**src/hdl/wake_cfg_pkg.sv**
```systemverilog
/*
  Constants for the wake source configuration registers: serial frame layout,
  register addresses, field positions, reset, restart and fail-safe values.
  Assumes nothing of its surroundings.
*/
package wake_cfg_pkg;

  // Serial frame: 16 bits, least significant first
  localparam int unsigned FRAME_BITS    = 16;
  localparam int unsigned FRAME_ADDR_LO = 0;
  localparam int unsigned FRAME_ADDR_W  = 7;
  localparam int unsigned FRAME_WR_BIT  = 7;
  localparam int unsigned FRAME_DATA_LO = 8;
  localparam logic [4:0]  FRAME_CNT_END = 5'h10;
  localparam logic [4:0]  FRAME_CNT_DAT = 5'h08;

  // Register addresses
  localparam logic [6:0] ADDR_INT_WAKE  = 7'h06;
  localparam logic [6:0] ADDR_EXT_WAKE  = 7'h07;
  localparam logic [6:0] ADDR_PULL_CTRL = 7'h08;

  // Internal wake source control fields
  localparam int unsigned INT_TIMER2_BIT = 7;
  localparam int unsigned INT_TIMER1_BIT = 6;
  localparam int unsigned INT_WDSTOP_BIT = 2;

  // External wake source control fields
  localparam int unsigned EXT_GLOBAL_BIT = 7;
  localparam int unsigned EXT_MEAS_BIT   = 5;
  localparam int unsigned EXT_IN3_BIT    = 2;
  localparam int unsigned EXT_IN2_BIT    = 1;
  localparam int unsigned EXT_IN1_BIT    = 0;

  // Pull control: two bits per wake input, input n at bits 2n-1:2n-2
  localparam int unsigned PULL_FIELD_W = 2;
  localparam int unsigned NUM_INPUTS   = 3;

  // Writable bits of each register; every other bit reads zero
  localparam logic [7:0] INT_WR_MASK  = 8'hc4;
  localparam logic [7:0] EXT_WR_MASK  = 8'ha7;
  localparam logic [7:0] PULL_WR_MASK = 8'h3f;

  // Power-on and soft reset values
  localparam logic [7:0] INT_RST_VAL  = 8'h00;
  localparam logic [7:0] EXT_RST_VAL  = 8'h07;
  localparam logic [7:0] PULL_RST_VAL = 8'h00;

  // Restart: bits in the keep mask survive, the rest clear
  localparam logic [7:0] INT_RESTART_KEEP  = 8'hc0;
  localparam logic [7:0] EXT_RESTART_KEEP  = 8'ha7;
  localparam logic [7:0] PULL_RESTART_KEEP = 8'h3f;

  // Fail-safe entry: keep mask and forced value
  localparam logic [7:0] EXT_FS_KEEP  = 8'ha0;
  localparam logic [7:0] EXT_FS_VAL   = 8'h07;
  localparam logic [7:0] BUS1_FS_KEEP = 8'he0;
  localparam logic [7:0] BUS1_FS_VAL  = 8'h09;
  localparam logic [7:0] BUS2_FS_KEEP = 8'h00;
  localparam logic [7:0] BUS2_FS_VAL  = 8'h01;

  // Bus transceiver mode codes
  typedef enum logic [1:0] {
    BUS_MODE_OFF     = 2'h0,
    BUS_MODE_WAKE    = 2'h1,
    BUS_MODE_RX_ONLY = 2'h2,
    BUS_MODE_NORMAL  = 2'h3
  } bus_mode_e;

  // Wake input pull selection codes
  typedef enum logic [1:0] {
    PULL_NONE = 2'h0,
    PULL_DOWN = 2'h1,
    PULL_UP   = 2'h2,
    PULL_AUTO = 2'h3
  } pull_sel_e;

endpackage

```
**src/hdl/wake_source_config_regs.sv**
```systemverilog
/*
  Wake source configuration registers: internal wake control, external wake
  control and wake input pull control, with their decoded controls.
  Assumes the serial pins and all event inputs are synchronous to clk, and that
  restart, soft reset and fail-safe entry arrive as one-cycle pulses.
*/
// Function
// - Second timer wakes only when its bit set
// - First timer wakes only when its bit set
// - Reserved bits always read back zero
// - Stop watchdog disable bit, hardware may update
// - Restart clears only the stop watchdog disable bit, keeps all others
// - Global bit widens interrupt to all status
// - Measure mode disables wake inputs one, two
// - Measure mode runs measurement in Normal Mode
// - Low three bits enable wake inputs
// - Reset value enables all three wake inputs
// - Fail-safe entry forces wake register patterns
// - Pull field codes none, down, up, auto
// - Pull register resets to all zeros
// - Bus mode code 01 means wake capable
// - Writes take effect at chip select release
`timescale 1ns/1ps
module wake_source_config_regs
  import wake_cfg_pkg::*;
(
  // Clock and reset
  input  wire logic       clk,
  input  wire logic       rst,
  // Serial register port
  input  wire logic       serial_chip_select_n,
  input  wire logic       serial_clk,
  input  wire logic       serial_data_in,
  output logic            serial_data_out,
  output logic            serial_data_out_en,
  // Device mode events
  input  wire logic       soft_reset_pulse,
  input  wire logic       restart_pulse,
  input  wire logic       failsafe_entry_pulse,
  input  wire logic       normal_mode,
  // Hardware update of the stop watchdog disable bit
  input  wire logic       wd_stop_hw_load,
  input  wire logic       wd_stop_hw_value,
  // Bus transceiver mode fields, from the bus control registers
  input  wire logic [1:0] can_mode,
  input  wire logic [1:0] lin1_mode,
  input  wire logic [1:0] lin2_mode,
  // Interrupt sources
  input  wire logic       wake_event,
  input  wire logic       status_event,
  output logic            int_request,
  // Wake source enables
  output logic            second_timer_wake_enable,
  output logic            first_timer_wake_enable,
  output logic [2:0]      input_wake_enable,
  output logic [2:0]      bus_wake_enable,
  output logic            bus_failsafe_restore,
  // Stop mode watchdog and measurement
  output logic            stop_watchdog_disable_hi,
  output logic            measure_active,
  // Wake input pull control, bit n for wake input n+1
  output logic [2:0]      pull_up_enable,
  output logic [2:0]      pull_down_enable,
  output logic [2:0]      pull_auto_enable
);

  //////////////////////////////////////////////////////////////////////////////
  // Functions

  function automatic logic is_wake_capable(input logic [1:0] mode);
    is_wake_capable = (mode == BUS_MODE_WAKE);
  endfunction

  // Stored bits outside the writable mask are never kept
  function automatic logic [7:0] merge_write(input logic [7:0] old_val,
                                             input logic [7:0] wr_val,
                                             input logic [7:0] mask);
    merge_write = (wr_val & mask) | (old_val & ~mask & 8'h00);
  endfunction

  //////////////////////////////////////////////////////////////////////////////
  // Serial port

  logic [6:0] frame_addr;
  logic [7:0] frame_data;
  logic       frame_write;
  logic [7:0] read_data;

  serial_frame_port u_port (
    .clk                  (clk),
    .rst                  (rst),
    .serial_chip_select_n (serial_chip_select_n),
    .serial_clk           (serial_clk),
    .serial_data_in       (serial_data_in),
    .serial_data_out      (serial_data_out),
    .serial_data_out_en   (serial_data_out_en),
    .frame_addr           (frame_addr),
    .frame_data           (frame_data),
    .frame_write          (frame_write),
    .read_data            (read_data)
  );

  //////////////////////////////////////////////////////////////////////////////
  // Register storage

  logic [7:0] int_wake_r, int_wake_nxt;
  logic [7:0] ext_wake_r, ext_wake_nxt;
  logic [7:0] pull_ctrl_r, pull_ctrl_nxt;
  logic       bus_fs_r, bus_fs_nxt;

  // Priority: soft reset, fail-safe entry, restart, then serial write.
  // The hardware update of the watchdog bit is applied last so that it wins
  // over a serial write landing in the same cycle.
  always_comb begin
    int_wake_nxt  = int_wake_r;
    ext_wake_nxt  = ext_wake_r;
    pull_ctrl_nxt = pull_ctrl_r;
    bus_fs_nxt    = 1'b0;
    if (soft_reset_pulse) begin
      int_wake_nxt  = INT_RST_VAL;
      ext_wake_nxt  = EXT_RST_VAL;
      pull_ctrl_nxt = PULL_RST_VAL;
    end else if (failsafe_entry_pulse) begin
      ext_wake_nxt = (ext_wake_r & EXT_FS_KEEP) | EXT_FS_VAL;
      bus_fs_nxt   = 1'b1;
    end else if (restart_pulse) begin
      int_wake_nxt  = int_wake_r & INT_RESTART_KEEP;
      ext_wake_nxt  = ext_wake_r & EXT_RESTART_KEEP;
      pull_ctrl_nxt = pull_ctrl_r & PULL_RESTART_KEEP;
    end else if (frame_write) begin
      case (frame_addr)
        ADDR_INT_WAKE: begin
          int_wake_nxt = merge_write(int_wake_r, frame_data, INT_WR_MASK);
        end
        ADDR_EXT_WAKE: begin
          ext_wake_nxt = merge_write(ext_wake_r, frame_data, EXT_WR_MASK);
        end
        ADDR_PULL_CTRL: begin
          pull_ctrl_nxt = merge_write(pull_ctrl_r, frame_data, PULL_WR_MASK);
        end
        default: begin
          int_wake_nxt = int_wake_r;
        end
      endcase
    end
    if (wd_stop_hw_load && !soft_reset_pulse) begin
      int_wake_nxt[INT_WDSTOP_BIT] = wd_stop_hw_value;
    end
  end

  always_ff @(posedge clk or posedge rst) begin
    if (rst) begin
      int_wake_r  <= INT_RST_VAL;
      ext_wake_r  <= EXT_RST_VAL;
      pull_ctrl_r <= PULL_RST_VAL;
      bus_fs_r    <= 1'b0;
    end else begin
      int_wake_r  <= int_wake_nxt;
      ext_wake_r  <= ext_wake_nxt;
      pull_ctrl_r <= pull_ctrl_nxt;
      bus_fs_r    <= bus_fs_nxt;
    end
  end

  // Stored reserved bits are always zero, and reads mask them with the writable mask too
  always_comb begin
    case (frame_addr)
      ADDR_INT_WAKE:  read_data = int_wake_r & INT_WR_MASK;
      ADDR_EXT_WAKE:  read_data = ext_wake_r & EXT_WR_MASK;
      ADDR_PULL_CTRL: read_data = pull_ctrl_r & PULL_WR_MASK;
      default:        read_data = 8'h00;
    endcase
  end

  //////////////////////////////////////////////////////////////////////////////
  // Decoded controls

  logic [2:0] in_wake_raw;
  logic [2:0] in_wake_gated;
  logic [2:0] bus_wake_raw;
  logic [2:0] pu_raw;
  logic [2:0] pd_raw;
  logic [2:0] pa_raw;
  logic       ctl_out_r, ctl_out_nxt;
  logic [7:0] ctl_vec_r, ctl_vec_nxt;
  logic [2:0] in_wake_r;
  logic [2:0] bus_wake_r;
  logic [8:0] pull_r;
  logic [14:0] dec_nxt;
  logic [14:0] dec_r;

  assign in_wake_raw = {ext_wake_r[EXT_IN3_BIT], ext_wake_r[EXT_IN2_BIT], ext_wake_r[EXT_IN1_BIT]};
  // Measurement mode takes inputs one and two away whatever their enables say
  assign in_wake_gated = in_wake_raw & {1'b1, {2{!ext_wake_r[EXT_MEAS_BIT]}}};

  assign bus_wake_raw = {is_wake_capable(lin2_mode), is_wake_capable(lin1_mode), is_wake_capable(can_mode)};

  genvar gi;
  generate
    for (gi = 0; gi < NUM_INPUTS; gi++) begin : g_pull
      logic [1:0] sel;
      assign sel        = pull_ctrl_r[gi*PULL_FIELD_W +: PULL_FIELD_W];
      assign pu_raw[gi] = (sel == PULL_UP);
      assign pd_raw[gi] = (sel == PULL_DOWN);
      assign pa_raw[gi] = (sel == PULL_AUTO);
    end
  endgenerate

  // Outputs are registered so they change one cycle after their register
  always_comb begin
    ctl_out_nxt = wake_event || (ext_wake_r[EXT_GLOBAL_BIT] && status_event);
    ctl_vec_nxt = 8'h00;
    ctl_vec_nxt[0] = int_wake_r[INT_TIMER2_BIT];
    ctl_vec_nxt[1] = int_wake_r[INT_TIMER1_BIT];
    ctl_vec_nxt[2] = int_wake_r[INT_WDSTOP_BIT];
    ctl_vec_nxt[3] = ext_wake_r[EXT_MEAS_BIT] && normal_mode;
    dec_nxt = {pa_raw, pd_raw, pu_raw, bus_wake_raw, in_wake_gated};
  end

  always_ff @(posedge clk or posedge rst) begin
    if (rst) begin
      ctl_out_r <= 1'b0;
      ctl_vec_r <= 8'h00;
      dec_r     <= 15'h0000;
    end else begin
      ctl_out_r <= ctl_out_nxt;
      ctl_vec_r <= ctl_vec_nxt;
      dec_r     <= dec_nxt;
    end
  end

  assign in_wake_r  = dec_r[2:0];
  assign bus_wake_r = dec_r[5:3];
  assign pull_r     = dec_r[14:6];

  assign int_request              = ctl_out_r;
  assign second_timer_wake_enable = ctl_vec_r[0];
  assign first_timer_wake_enable  = ctl_vec_r[1];
  assign stop_watchdog_disable_hi = ctl_vec_r[2];
  assign measure_active           = ctl_vec_r[3];
  assign input_wake_enable        = in_wake_r;
  assign bus_wake_enable          = bus_wake_r;
  assign bus_failsafe_restore     = bus_fs_r;
  assign pull_up_enable           = pull_r[2:0];
  assign pull_down_enable         = pull_r[5:3];
  assign pull_auto_enable         = pull_r[8:6];

endmodule

```
**src/hdl/serial_frame_port.sv**
```systemverilog
/*
  Serial register port: 16-bit frames, chip select active low, data taken on
  the rising serial clock and given on the falling one, least significant first.
  Assumes serial pins synchronous to clk and a serial clock well below clk/4.
*/
`timescale 1ns/1ps
module serial_frame_port
  import wake_cfg_pkg::*;
(
  // Clock and reset
  input  wire logic       clk,
  input  wire logic       rst,
  // Serial pins
  input  wire logic       serial_chip_select_n,
  input  wire logic       serial_clk,
  input  wire logic       serial_data_in,
  output logic            serial_data_out,
  output logic            serial_data_out_en,
  // Register side
  output logic [6:0]      frame_addr,
  output logic [7:0]      frame_data,
  output logic            frame_write,
  input  wire logic [7:0] read_data
);

  logic [15:0] shift_r, shift_nxt;
  logic [4:0]  cnt_r, cnt_nxt;
  logic        sclk_r, sclk_nxt;
  logic        cs_n_r, cs_n_nxt;
  logic        dout_r, dout_nxt;
  logic        wr_r, wr_nxt;

  //////////////////////////////////////////////////////////////////////////////

  always_comb begin
    shift_nxt = shift_r;
    cnt_nxt   = cnt_r;
    dout_nxt  = dout_r;
    wr_nxt    = 1'b0;
    sclk_nxt  = serial_clk;
    cs_n_nxt  = serial_chip_select_n;
    if (cs_n_r && !serial_chip_select_n) begin
      cnt_nxt  = 5'h00;
      dout_nxt = 1'b0;
    end else if (!serial_chip_select_n) begin
      if (!sclk_r && serial_clk && cnt_r < FRAME_CNT_END) begin
        shift_nxt[cnt_r[3:0]] = serial_data_in;
        cnt_nxt               = cnt_r + 5'h01;
      end else if (sclk_r && !serial_clk) begin
        // Read bits follow once the address and write bit are complete
        dout_nxt = (cnt_r >= FRAME_CNT_DAT && cnt_r < FRAME_CNT_END) ? read_data[cnt_r[2:0]] : 1'b0;
      end
    end
    // Commit only on chip select release after a whole frame
    if (!cs_n_r && serial_chip_select_n && cnt_r == FRAME_CNT_END) begin
      wr_nxt = shift_r[FRAME_WR_BIT];
    end
  end

  always_ff @(posedge clk or posedge rst) begin
    if (rst) begin
      shift_r <= 16'h0000;
      cnt_r   <= 5'h00;
      sclk_r  <= 1'b0;
      cs_n_r  <= 1'b1;
      dout_r  <= 1'b0;
      wr_r    <= 1'b0;
    end else begin
      shift_r <= shift_nxt;
      cnt_r   <= cnt_nxt;
      sclk_r  <= sclk_nxt;
      cs_n_r  <= cs_n_nxt;
      dout_r  <= dout_nxt;
      wr_r    <= wr_nxt;
    end
  end

  assign frame_addr         = shift_r[FRAME_ADDR_LO +: FRAME_ADDR_W];
  assign frame_data         = shift_r[FRAME_DATA_LO +: 8];
  assign frame_write        = wr_r;
  assign serial_data_out    = dout_r;
  assign serial_data_out_en = !cs_n_r;

endmodule

```
**config.mk**
```make
export PLATFORM = sky130hd
export DESIGN_NAME = wake_source_config_regs
export DESIGN_NICKNAME = d
export VERILOG_FILES = /design/src/hdl/wake_cfg_pkg.sv /design/src/hdl/wake_source_config_regs.sv /design/src/hdl/serial_frame_port.sv
export SDC_FILE = /design/constraint.sdc
export NUM_CORES = 1
export LEC_CHECK = 0
export BUFFER_PORTS_ARGS = -buffer_cell sky130_fd_sc_hd__buf_4
export CORE_MARGIN = 3
export CORE_UTILIZATION = 54
export CTS_CLUSTER_DIAMETER = 80
export DETAILED_ROUTE_END_ITERATION = 16
export GPL_TIMING_DRIVEN = 1
export PLACE_DENSITY = 0.85
export SETUP_SLACK_MARGIN = 0.1
export SYNTH_ARGS = -nofsm -noshare
export SYNTH_HDL_FRONTEND = slang
export SYNTH_SLANG_ARGS = --single-unit
```
**constraint.sdc**
```tcl
create_clock -name clk -period 1.9 [get_ports clk]
set_input_delay 0.285 -clock clk [delete_from_list [all_inputs] [get_ports clk]]
set_output_delay 0.285 -clock clk [all_outputs]
set_load 0.05 [all_outputs]
```
==> flow_summary_export.csv, run 1 <==
group,metric,value,unit
yosys,synth_ff_type,"dfrtp_1",
yosys,synth_top_family_by_area,"simple AND/OR/NAND/NOR gates",
global_route,grt_max_degree,61,
placement,place_hpwl,3.82,mm
timing,maxSlewViolCount,0,
cells_and_area,insertedDiodeCount,0,
yosys,syn-num-nets,247,
cells_and_area,areaGrowthSynthToFinish,21.9,%
cells_and_area,register_area,1510,um^2
global_route,grt_pass1_vias,1895,
clock_network,cts_tree,"built",
setup_path,worst_path_max_delay_cell,"dfrtp_2",
yosys,synth_compound_area_share,5.60,%
clock_network,cts_buffers,9,
clock_network,htree_levels,3,
yosys,synth_seq_area_share,55.7,%
yosys,yosysMostFrequentCell,"dfrtp_1",
cells_and_area,drive_gt1_share,35.1,%
floorplanning,rows,25,
floorplanning,ios,42,
yosys,yosys.area.top_type,"dfrtp_1",
yosys,synth_fa_ha_area_share,1.85,%
drt,viasPerCell,5.58,
setup_path,crit_required,2.10,ns
yosys,yosysWarnings,0,
clock_network,ctsHoldBuffers,0,
setup_path,crit_path_end_kind,"register",
floorplanning,die_x,76.8,um
timing,setup_viol,0,
yosys,synth_mux_area_share,14.3,%
clock_network,cts_root_buffer,"clkbuf_8",
power,power,2.65,mW
power,irDropWorstVdd,0.510,mV
setup_path,path_class,"reg -> reg",
drt,drt_first_pass_iters,4,
yosys,synth_cell_type_count,40,
floorplanning,core,4790,um^2
setup_path,worstPathMaxFanout,7,
yosys,synthXorXnorAreaFrac,0,%
timing,tns,0,ns
yosys,syn_inst,224,
setup_path,cp.arrival,1.94,ns
drt,ant_nets,0,
timing,fin_crit_sh,91.3,%
timing,slew-limit-headroom,69.6,%
global_route,gr-usage-all-layers,20.1,%
yosys,synth_top_cell_area_share,51.8,%
placement,globalplace.congestion,0.871,
run,maxCapViolCount,0,
floorplanning,dieArea,5890,um^2
setup_path,critPathLaunchType,"register",
cells_and_area,nets,296,
drt,routed_wirelength,5.41,mm
setup_path,worst-path-stages,4,
timing,min_period,1.74,ns
yosys,syn_area_per_cell,12.1,um^2
setup_path,path_cells,"mux2_2 > a32o_1 > a221oi_1 > o41ai_2",
power,p_leak,1.64,nW
setup_path,crit_buf_inv,0,
clock_network,clk_path_buf_depth,2,
yosys,synth_area_leaders,"dfrtp_1, mux2_2, mux2i_1, mux2_4, dfstp_2",
yosys,ys_async_sr_fraction,100,%
setup_path,critical-path-top-delay-family,"compound AO/OA/AOI/OAI gates",
timing,rsz0062_at_grt,"true",
global_route,grt-ovfl-total,0,
drt,vias,1913,
floorplanning,die_h,76.8,um
global_route,grt_pass1_wl,9.27,mm
timing,hold_violations,0,
yosys,synth_edf_count,0,
setup_path,worst-r2r-cell-count,4,
cells_and_area,multi_input_area,1140,um^2
yosys,synthSimpleGateAreaFrac,19.8,%
clock_network,clkTransAtPathRegs,0.06,ns
yosys,synthTopCellsByCount,"dfrtp_1, nor2b_1, nand2_1, nand3_1, nor2_1",
yosys,ys_ff_latch,60,
floorplanning,start_util,56.5,%
timing,worst_pin_slew,0.457,ns
timing,fin_skew,0.00615,ns
power,powerDensity,805,nW/um^2
placement,io_buffers,41,
clock_network,worstSkewPairLatency,0.33,ns
global_route,antenna_found_initial,0,
drt,dr.first_iter.drc_count,114,
outcome,outcome,"completed",
drt,drt-wirelength-per-cell,15.8,um
clock_network,cts_sinks,60,
drt,drc,0,
setup_path,slowest_delay,0.47,ns
min_path,hold_path_class,"in -> async",
yosys,syn_area,2700,um^2
cells_and_area,fill_cells,359,
timing,fmax,576,MHz
## logic make-up after synthesis
family	count (synthesis)
buffers and inverters	15
flip-flops	60
AO/OA/AOI/OAI	23
adder cells (fa/ha/maj)	4
AND/OR/NAND/NOR	89
multiplexers	33
## layer usage
metal | routed length (um) | part of all wire, % | vias to the layer above | global-route usage [%]
li1 | - | - | 896 | -
met1 | 2280 | 42 | 933 | 24.9
met2 | 2730 | 50 | 71 | 33.4
met3 | 294 | 5.4 | 13 | 4.69
met4 | 108 | 2.0 | 0 | 9.42
met5 | 0 | 0 | - | 0
## worst paths after layout
path | from | to | slack [ns]
min | rst | ctl_vec_r[1]$_DFF_PP0_ | 0.01
max reg2reg | u_port.cnt_r[0]$_DFFE_PP0P_ | u_port.serial_data_out$_DFFE_PP0P_ | 0.16
max in group asynchronous | rst | ext_wake_r[0]$_DFFE_PP1P_ | 1.59
min in group clk | serial_clk | u_port.sclk_r$_DFF_PP0_ | 0.07
min reg2reg | int_wake_r[6]$_DFFE_PP0P_ | ctl_vec_r[1]$_DFF_PP0_ | 0.41
max | u_port.cnt_r[0]$_DFFE_PP0P_ | u_port.serial_data_out$_DFFE_PP0P_ | 0.16
## cell usage in the layout (no fill, tap or decap), drive strengths merged, types with 3 or more instances in the layout
cell type   n
dfrtp      56
mux2       21
mux2i      12
nor3b       3
nor4b       3
o21ai       9
nand4       8
nor2b      16
a21oi       4
ha          4
inv         5
dfstp       4
clkbuf     11
buf        48
and2        5
nand2      15
nor2       14
or3b        3
nand3      16
## per-stage QoR
stage	std cells	hold WS (ns)	util [%]	setup slack, ns	area, um^2
final	343	0.0126	68.9	0.164	3300
after global routing	343	0.0433	68.9	0.0965	3300
after floorplan	224	0.289	-	0.137	2700
after CTS	341	0.0135	68.2	0.115	3260
after detailed placement	327	0.376	64.6	0.124	3090
after global placement	327	0.374	64.6	0.171	3090
## layout make-up
type                    instances  share of cell area, %
repair buffers                 48                   11.4
clock inverters                 3                   1.21
inverters                       5                  0.569
flip-flops and latches         60                   45.7
well taps                      67                   2.54
multi-input cells             149                   34.5
clock buffers                  11                   3.99
## tightest hold or removal path, delay by kind of cell
kind	cells	cell delay [ns]
buffers and inverters	3	0.45
## what timing repair did
item	4_1_cts	5_1_grt
setup endpoints to repair	0	4
resized for setup	0	5
setup buffers	0	2
## registers in the layout, summed over array words and instances (netlist names)
name / flops
u_port.shift_r: 16
dec_r: 15
pull_ctrl_r: 6
ext_wake_r: 5
u_port.cnt_r: 5
ctl_vec_r: 4
int_wake_r: 3
bus_failsafe_restore: 1
int_request: 1
u_port.cs_n_r: 1
u_port.frame_write: 1
u_port.sclk_r: 1
u_port.serial_data_out: 1
## power by group
part	internal, mW	switching, mW
Clock	0.587	0.442
Combinational	0.121	0.150
Sequential	1.31	0.0412
Total	2.02	0.633
Note: power is estimated with default switching activity, not from simulation.
==> run 2: changes to the inputs <==
ABC_AREA = 1   (was default)
SKIP_CTS_REPAIR_TIMING = 1   (was default)
==> run 2 against run 1 <==
  * Core utilization is 0.34 points higher
  * Total power is 4.5% higher
  * Setup slack better by 0.15 ns
  * Wire length is 4.5% higher
  * Combinational power is 4% higher
==> flow_summary_export.csv, run 2 <==
group,metric,value,unit
yosys,synth_seq_area_share,55.4,%
cells_and_area,largest_registers,"u_port.shift_r x16, dec_r x15, pull_ctrl_r x6",
setup_path,worst_path_max_delay_cell,"dfrtp_1",
cells_and_area,areaGrowthSynthToFinish,21.8,%
timing,rsz0062_at_grt,"false",
timing,maxSlewViolCount,0,
global_route,grt_pass1_vias,1949,
clock_network,clk_path_buf_depth,2,
timing,worst_pin_slew,0.607,ns
cells_and_area,utilization,69.2,%
yosys,ys_async_sr_fraction,100,%
drt,ant_nets,0,
clock_network,cts_sinks,60,
setup_path,worstPathMaxFanout,11,
yosys,synth_edf_count,0,
clock_network,cts_buffers,9,
yosys,synthSimpleGateAreaFrac,22.3,%
drt,viasPerCell,5.20,
yosys,synthXorXnorAreaFrac,0.322,%
global_route,gr-usage-all-layers,20.8,%
timing,fmax,632,MHz
setup_path,slowest_delay,0.61,ns
clock_network,cts_tree,"built",
yosys,synth_mux_area_share,0,%
setup_path,path_cells,"inv_2 > ha_1 > inv_1 > nor2_8 > a21oi_1 > a31oi_1",
clock_network,htree_levels,3,
timing,fin_ws,0.317,ns
cells_and_area,layout_commonest_cell,"dfrtp_1",
global_route,grt_pass1_wl,9.38,mm
setup_path,critPathLaunchType,"register",
cells_and_area,drive_gt1_share,24.1,%
clock_network,worstSkewPairLatency,0.34,ns
cells_and_area,regMostFlops,"u_port.shift_r",
setup_path,reg2reg_from,"u_port.cnt_r[0]$_DFFE_PP0P_",
min_path,hold_path_class,"in -> async",
timing,holdWs,0.0176,ns
cells_and_area,largest_reg_flops,16,
floorplanning,rows,25,
power,p_leak,1.76,nW
outcome,outcome,"completed",
drt,drt_first_pass_iters,4,
floorplanning,die_h,77.0,um
yosys,syn-num-nets,321,
floorplanning,die_x,77.0,um
cells_and_area,insertedDiodeCount,0,
floorplanning,start_util,56.8,%
setup_path,cp.arrival,1.78,ns
timing,slew-limit-headroom,59.5,%
clock_network,cts_root_buffer,"clkbuf_8",
timing,hold_violations,0,
run,maxCapViolCount,0,
timing,tns,0,ns
placement,globalplace.congestion,0.882,
yosys,yosysWarnings,0,
yosys,synth_area_leaders,"dfrtp_1, nand2_1, inv_1, nand3_1, a21oi_1",
yosys,synth_compound_area_share,12.1,%
timing,setup_viol,0,
global_route,antenna_found_initial,0,
global_route,grt-ovfl-total,0,
placement,place_hpwl,4.21,mm
power,powerDensity,837,nW/um^2
yosys,synth_top_cell_area_share,51.5,%
timing,fin_skew,0.00805,ns
yosys,synth_fa_ha_area_share,1.84,%
yosys,synth_top_family_by_area,"simple AND/OR/NAND/NOR gates",
yosys,synth_cell_type_count,28,
drt,vias,2179,
global_route,grt_max_degree,27,
yosys,syn_area,2720,um^2
cells_and_area,multi_input_area,993,um^2
yosys,synth_ff_type,"dfrtp_1",
drt,dr.first_iter.drc_count,159,
timing,min_period,1.58,ns
yosys,synthTopCellsByCount,"dfrtp_1, nand2_1, inv_1",
floorplanning,core,4790,um^2
yosys,syn_inst,298,
power,power,2.77,mW
power,irDropWorstVdd,0.473,mV
cells_and_area,nets,370,
yosys,yosysMostFrequentCell,"dfrtp_1",
cells_and_area,fill_cells,379,
placement,io_buffers,41,
yosys,syn_area_per_cell,9.13,um^2
yosys,yosys.area.top_type,"dfrtp_1",
placement,place_ws,0.360,ns
clock_network,clkTransAtPathRegs,0.07,ns
cells_and_area,register_area,1510,um^2
timing,fin_crit_sh,83.3,%
drt,drc,0,
setup_path,crit_path_start,"u_port.cnt_r[0]$_DFFE_PP0P_",
setup_path,path_class,"reg -> reg",
drt,drt-wirelength-per-cell,13.5,um
floorplanning,dieArea,5930,um^2
yosys,ys_ff_latch,60,
setup_path,crit_required,2.09,ns
drt,routed_wirelength,5.65,mm
floorplanning,ios,42,
setup_path,crit_path_end_kind,"register",
cells_and_area,mostFrequentLayoutCells,"dfrtp_1, nand2_1, inv_1, buf_4",
==> run 2: path summary, 6_finish.rpt <==
| path | end | slack [ns] | cells past startpoint |
|---|---|---|---|
| max in group asynchronous | pull_ctrl_r[5]$_DFFE_PP0P_ | 1.26 | 3 |
| min in group clk | dec_r[3]$_DFF_PP0_ | 0.08 | 2 |
| setup / recovery | u_port.shift_r[4]$_DFFE_PP0P_ | 0.32 | 6 |
| setup reg to reg | u_port.shift_r[4]$_DFFE_PP0P_ | 0.32 | 6 |
| hold reg to reg | ctl_vec_r[0]$_DFF_PP0_ | 0.38 | 0 |
| hold / removal | dec_r[3]$_DFF_PP0_ | 0.02 | 2 |
==> run 2: logic make-up after synthesis <==
logic type      count (synthesis)
simple gates                  117
fa+ha+maj                       4
buf+inv                        56
flops                          60
compound gates                 60
xor+xnor                        1
==> run 2: cell type report <==
cell class	instances	share of cell area, %
Sequential cell	60	45.5
Multi-Input combinational cell	182	30.0
Timing Repair Buffer	43	10.1
Inverter	51	5.78
Clock buffer	10	4.16
Tap cell	67	2.53
Clock inverter	6	1.93
==> run 2: report_power, final <==
| part | leakage (nW) | internal [mW] | switching, mW | total, mW |
|---|---|---|---|---|
| Clock | 0.0983 | 0.637 | 0.496 | 1.13 |
| Sequential | 0.786 | 1.32 | 0.0379 | 1.36 |
| Combinational | 0.872 | 0.0946 | 0.187 | 0.281 |
| Total | 1.76 | 2.05 | 0.721 | 2.77 |
==> run 2: per-layer routing <==
metal | up-vias | routed length (um) | global-route usage (%)
li1 | 1066 | - | -
met1 | 1031 | 2440 | 26.2
met2 | 66 | 2740 | 33.0
met3 | 16 | 308 | 4.46
met4 | 0 | 157 | 12.6
met5 | - | 0 | 0
==> run 2: critical path, delay by kind of cell, from the launching register on <==
| kind | cells | cell delay (ns) |
|---|---|---|
| buffers and inverters | 2 | 0.31 |
| and+or+nand+nor | 1 | 0.07 |
| DFF | 1 | 0.61 |
| adders and majority gates | 1 | 0.25 |
| AOI/OAI and AO/OA | 2 | 0.19 |
==> run 2: per-stage QoR <==
step	instance area, um^2	std cells
2_1_floorplan	2720	298
3_3_place_gp	3110	403
3_5_place_dp	3110	403
4_1_cts	3310	419
5_1_grt	3310	419
6_report	3310	419
==> run 3: changes to the inputs <==
clock period = 1.5 ns   (was 1.9 ns; I/O delays follow)
==> run 3 against run 2 <==
  * Sequential cell count is the same
  * Total power grew 30%
  * Worst hold slack gained 0.014 ns
  * First-iteration DRC count is the same
  * Clock power grew 28%
  * Final area grew 6.1%
  * Clock skew shrank 0.00084 ns
  * Largest cell class unchanged
  * Largest power group unchanged
==> flow_summary_export.csv, run 3 (synthesized netlist as in run 2, its figures left out) <==
group,metric,value,unit
clock_network,cts_buffers,9,
placement,place_hpwl,4.40,mm
global_route,grt_pass1_vias,2164,
power,p_leak,1.83,nW
clock_network,worstSkewPairLatency,0.34,ns
cells_and_area,mostFrequentLayoutCells,"dfrtp_1, buf_4, nand2_1",
drt,viasPerCell,5.27,
global_route,grt-ovfl-total,0,
cells_and_area,final_cells,430,
cells_and_area,largest_registers,"u_port.shift_r x16, dec_r x15, pull_ctrl_r x6",
timing,fin_crit_sh,99.6,%
setup_path,cp_common_cell,"buf_4",
floorplanning,dieArea,5930,um^2
drt,drc,0,
cells_and_area,fin_area,3510,um^2
placement,io_buffers,41,
global_route,antenna_found_initial,0,
timing,maxSlewViolCount,0,
cells_and_area,insertedDiodeCount,0,
power,irDropWorstVdd,0.602,mV
floorplanning,die_x,77.0,um
timing,rsz0062_at_grt,"true",
setup_path,cp.arrival,1.76,ns
cells_and_area,fill_cells,341,
timing,worst_pin_slew,0.505,ns
setup_path,path_cells,"inv_2 > nand2_2 > nor2_4 > buf_6 > buf_4 > nand2_1 > nor2_2 > buf_4 > nand3_1 > o21ai_1",
timing,min_period,1.49,ns
outcome,outcome,"completed",
cells_and_area,nets,381,
setup_path,slowest_delay,0.39,ns
clock_network,cts_tree,"built",
floorplanning,core,4790,um^2
cells_and_area,regMostFlops,"u_port.shift_r",
global_route,grt_pass1_wl,9.96,mm
drt,drt_first_pass_iters,5,
drt,routed_wirelength,6.25,mm
setup_path,crit_path_end_kind,"register",
setup_path,worstPathMaxFanout,6,
drt,dr.first_iter.drc_count,159,
run,maxCapViolCount,0,
drt,drt-wirelength-per-cell,14.5,um
clock_network,htree_levels,3,
min_path,hold_path_class,"in -> reg",
cells_and_area,areaGrowthSynthToFinish,29.2,%
placement,placed_cell_area,3150,um^2
timing,setup_viol,0,
cells_and_area,drive_gt1_share,32.8,%
timing,fin_skew,0.00721,ns
power,powerDensity,1020,nW/um^2
drt,vias,2268,
timing,slew-limit-headroom,66.3,%
drt,ant_nets,0,
setup_path,crit_buf_inv,4,
cells_and_area,largest_reg_flops,16,
clock_network,cts_sinks,60,
placement,dp_cells,408,
floorplanning,ios,42,
placement,globalplace.congestion,0.877,
timing,fmax,669,MHz
setup_path,critical-path-top-delay-family,"simple AND/OR/NAND/NOR gates",
clock_network,cts_root_buffer,"clkbuf_8",
floorplanning,die_h,77.0,um
setup_path,critPathLaunchType,"register",
clock_network,clk_path_buf_depth,2,
setup_path,path_class,"reg -> reg",
global_route,grt_max_degree,26,
setup_path,worst_path_max_delay_cell,"dfrtp_1",
timing,hold_violations,0,
floorplanning,rows,25,
floorplanning,start_util,56.8,%
setup_path,crit_required,1.76,ns
clock_network,clkTransAtPathRegs,0.07,ns
global_route,gr-usage-all-layers,21.6,%
cells_and_area,layout_commonest_cell,"dfrtp_1",
==> run 3: per-layer routing <==
layer	part of all wire (%)	wire length [um]	vias to the layer above	GRT usage [%]
li1	-	-	1083	-
met1	41	2540	1088	26.2
met2	51	3160	74	35.8
met3	5.7	358	23	5.87
met4	2.9	184	0	10.1
met5	0	0	-	0
==> run 3: final cells by class <==
class                   count  area, um^2  area share [%]
clock buffers              12         155            4.41
flip-flops and latches     60        1510            42.9
repair buffers             54         435            12.4
multi-input cells         182        1090            30.9
clock inverters             4        47.5            1.35
well taps                  67        83.8            2.39
inverters                  51         198            5.62
==> run 3: worst register-to-register path: stages (launching register included) <==
cell and delay [ns]:
dfrtp_1 0.39, inv_2 0.06, nand2_2 0.06, nor2_4 0.18, buf_6 0.13, buf_4 0.10, nand2_1 0.07, nor2_2 0.13
buf_4 0.15, nand3_1 0.07, o21ai_1 0.09
==> run 3: worst paths after layout <==
check	startpoint	to	slack [ns]	depth (start not counted)
worst max-delay path	u_port.shift_r[5]$_DFFE_PP0P_	pull_ctrl_r[5]$_DFFE_PP0P_	0.005	10
worst min-delay path	lin2_mode[1]	dec_r[5]$_DFF_PP0_	0.03	2
worst max register to register	u_port.shift_r[5]$_DFFE_PP0P_	pull_ctrl_r[5]$_DFFE_PP0P_	0.005	10
worst min register to register	int_wake_r[7]$_DFFE_PP0P_	ctl_vec_r[0]$_DFF_PP0_	0.38	0
max in group asynchronous	rst	u_port.cs_n_r$_DFF_PP1_	0.46	4
min in group asynchronous	rst	u_port.shift_r[1]$_DFFE_PP0P_	0.48	3
==> run 3: report_power, final <==
group          switching, mW  total (mW)  internal, mW
sequential            0.0517        1.72          1.67
clock                  0.600        1.45         0.852
combinational          0.273       0.424         0.150
==> run 3: stage by stage <==
step / setup WS [ns] / setup TNS [ns] / hold slack, ns / utilization (%) / power (mW)
floorplan: 0.206 / 0 / 0.229 / - / 1.98
finish: 0.00542 / 0 / 0.0315 / 73.4 / 3.60
global placement: 0.0774 / 0 / 0.281 / 65.9 / 2.09
global route: -0.108 / -0.601 / 0.0231 / 73.4 / 3.75
CTS: -0.0248 / -0.0248 / -0.0685 / 70.1 / 3.56
detailed placement: 0.0105 / 0 / 0.292 / 65.9 / 2.11
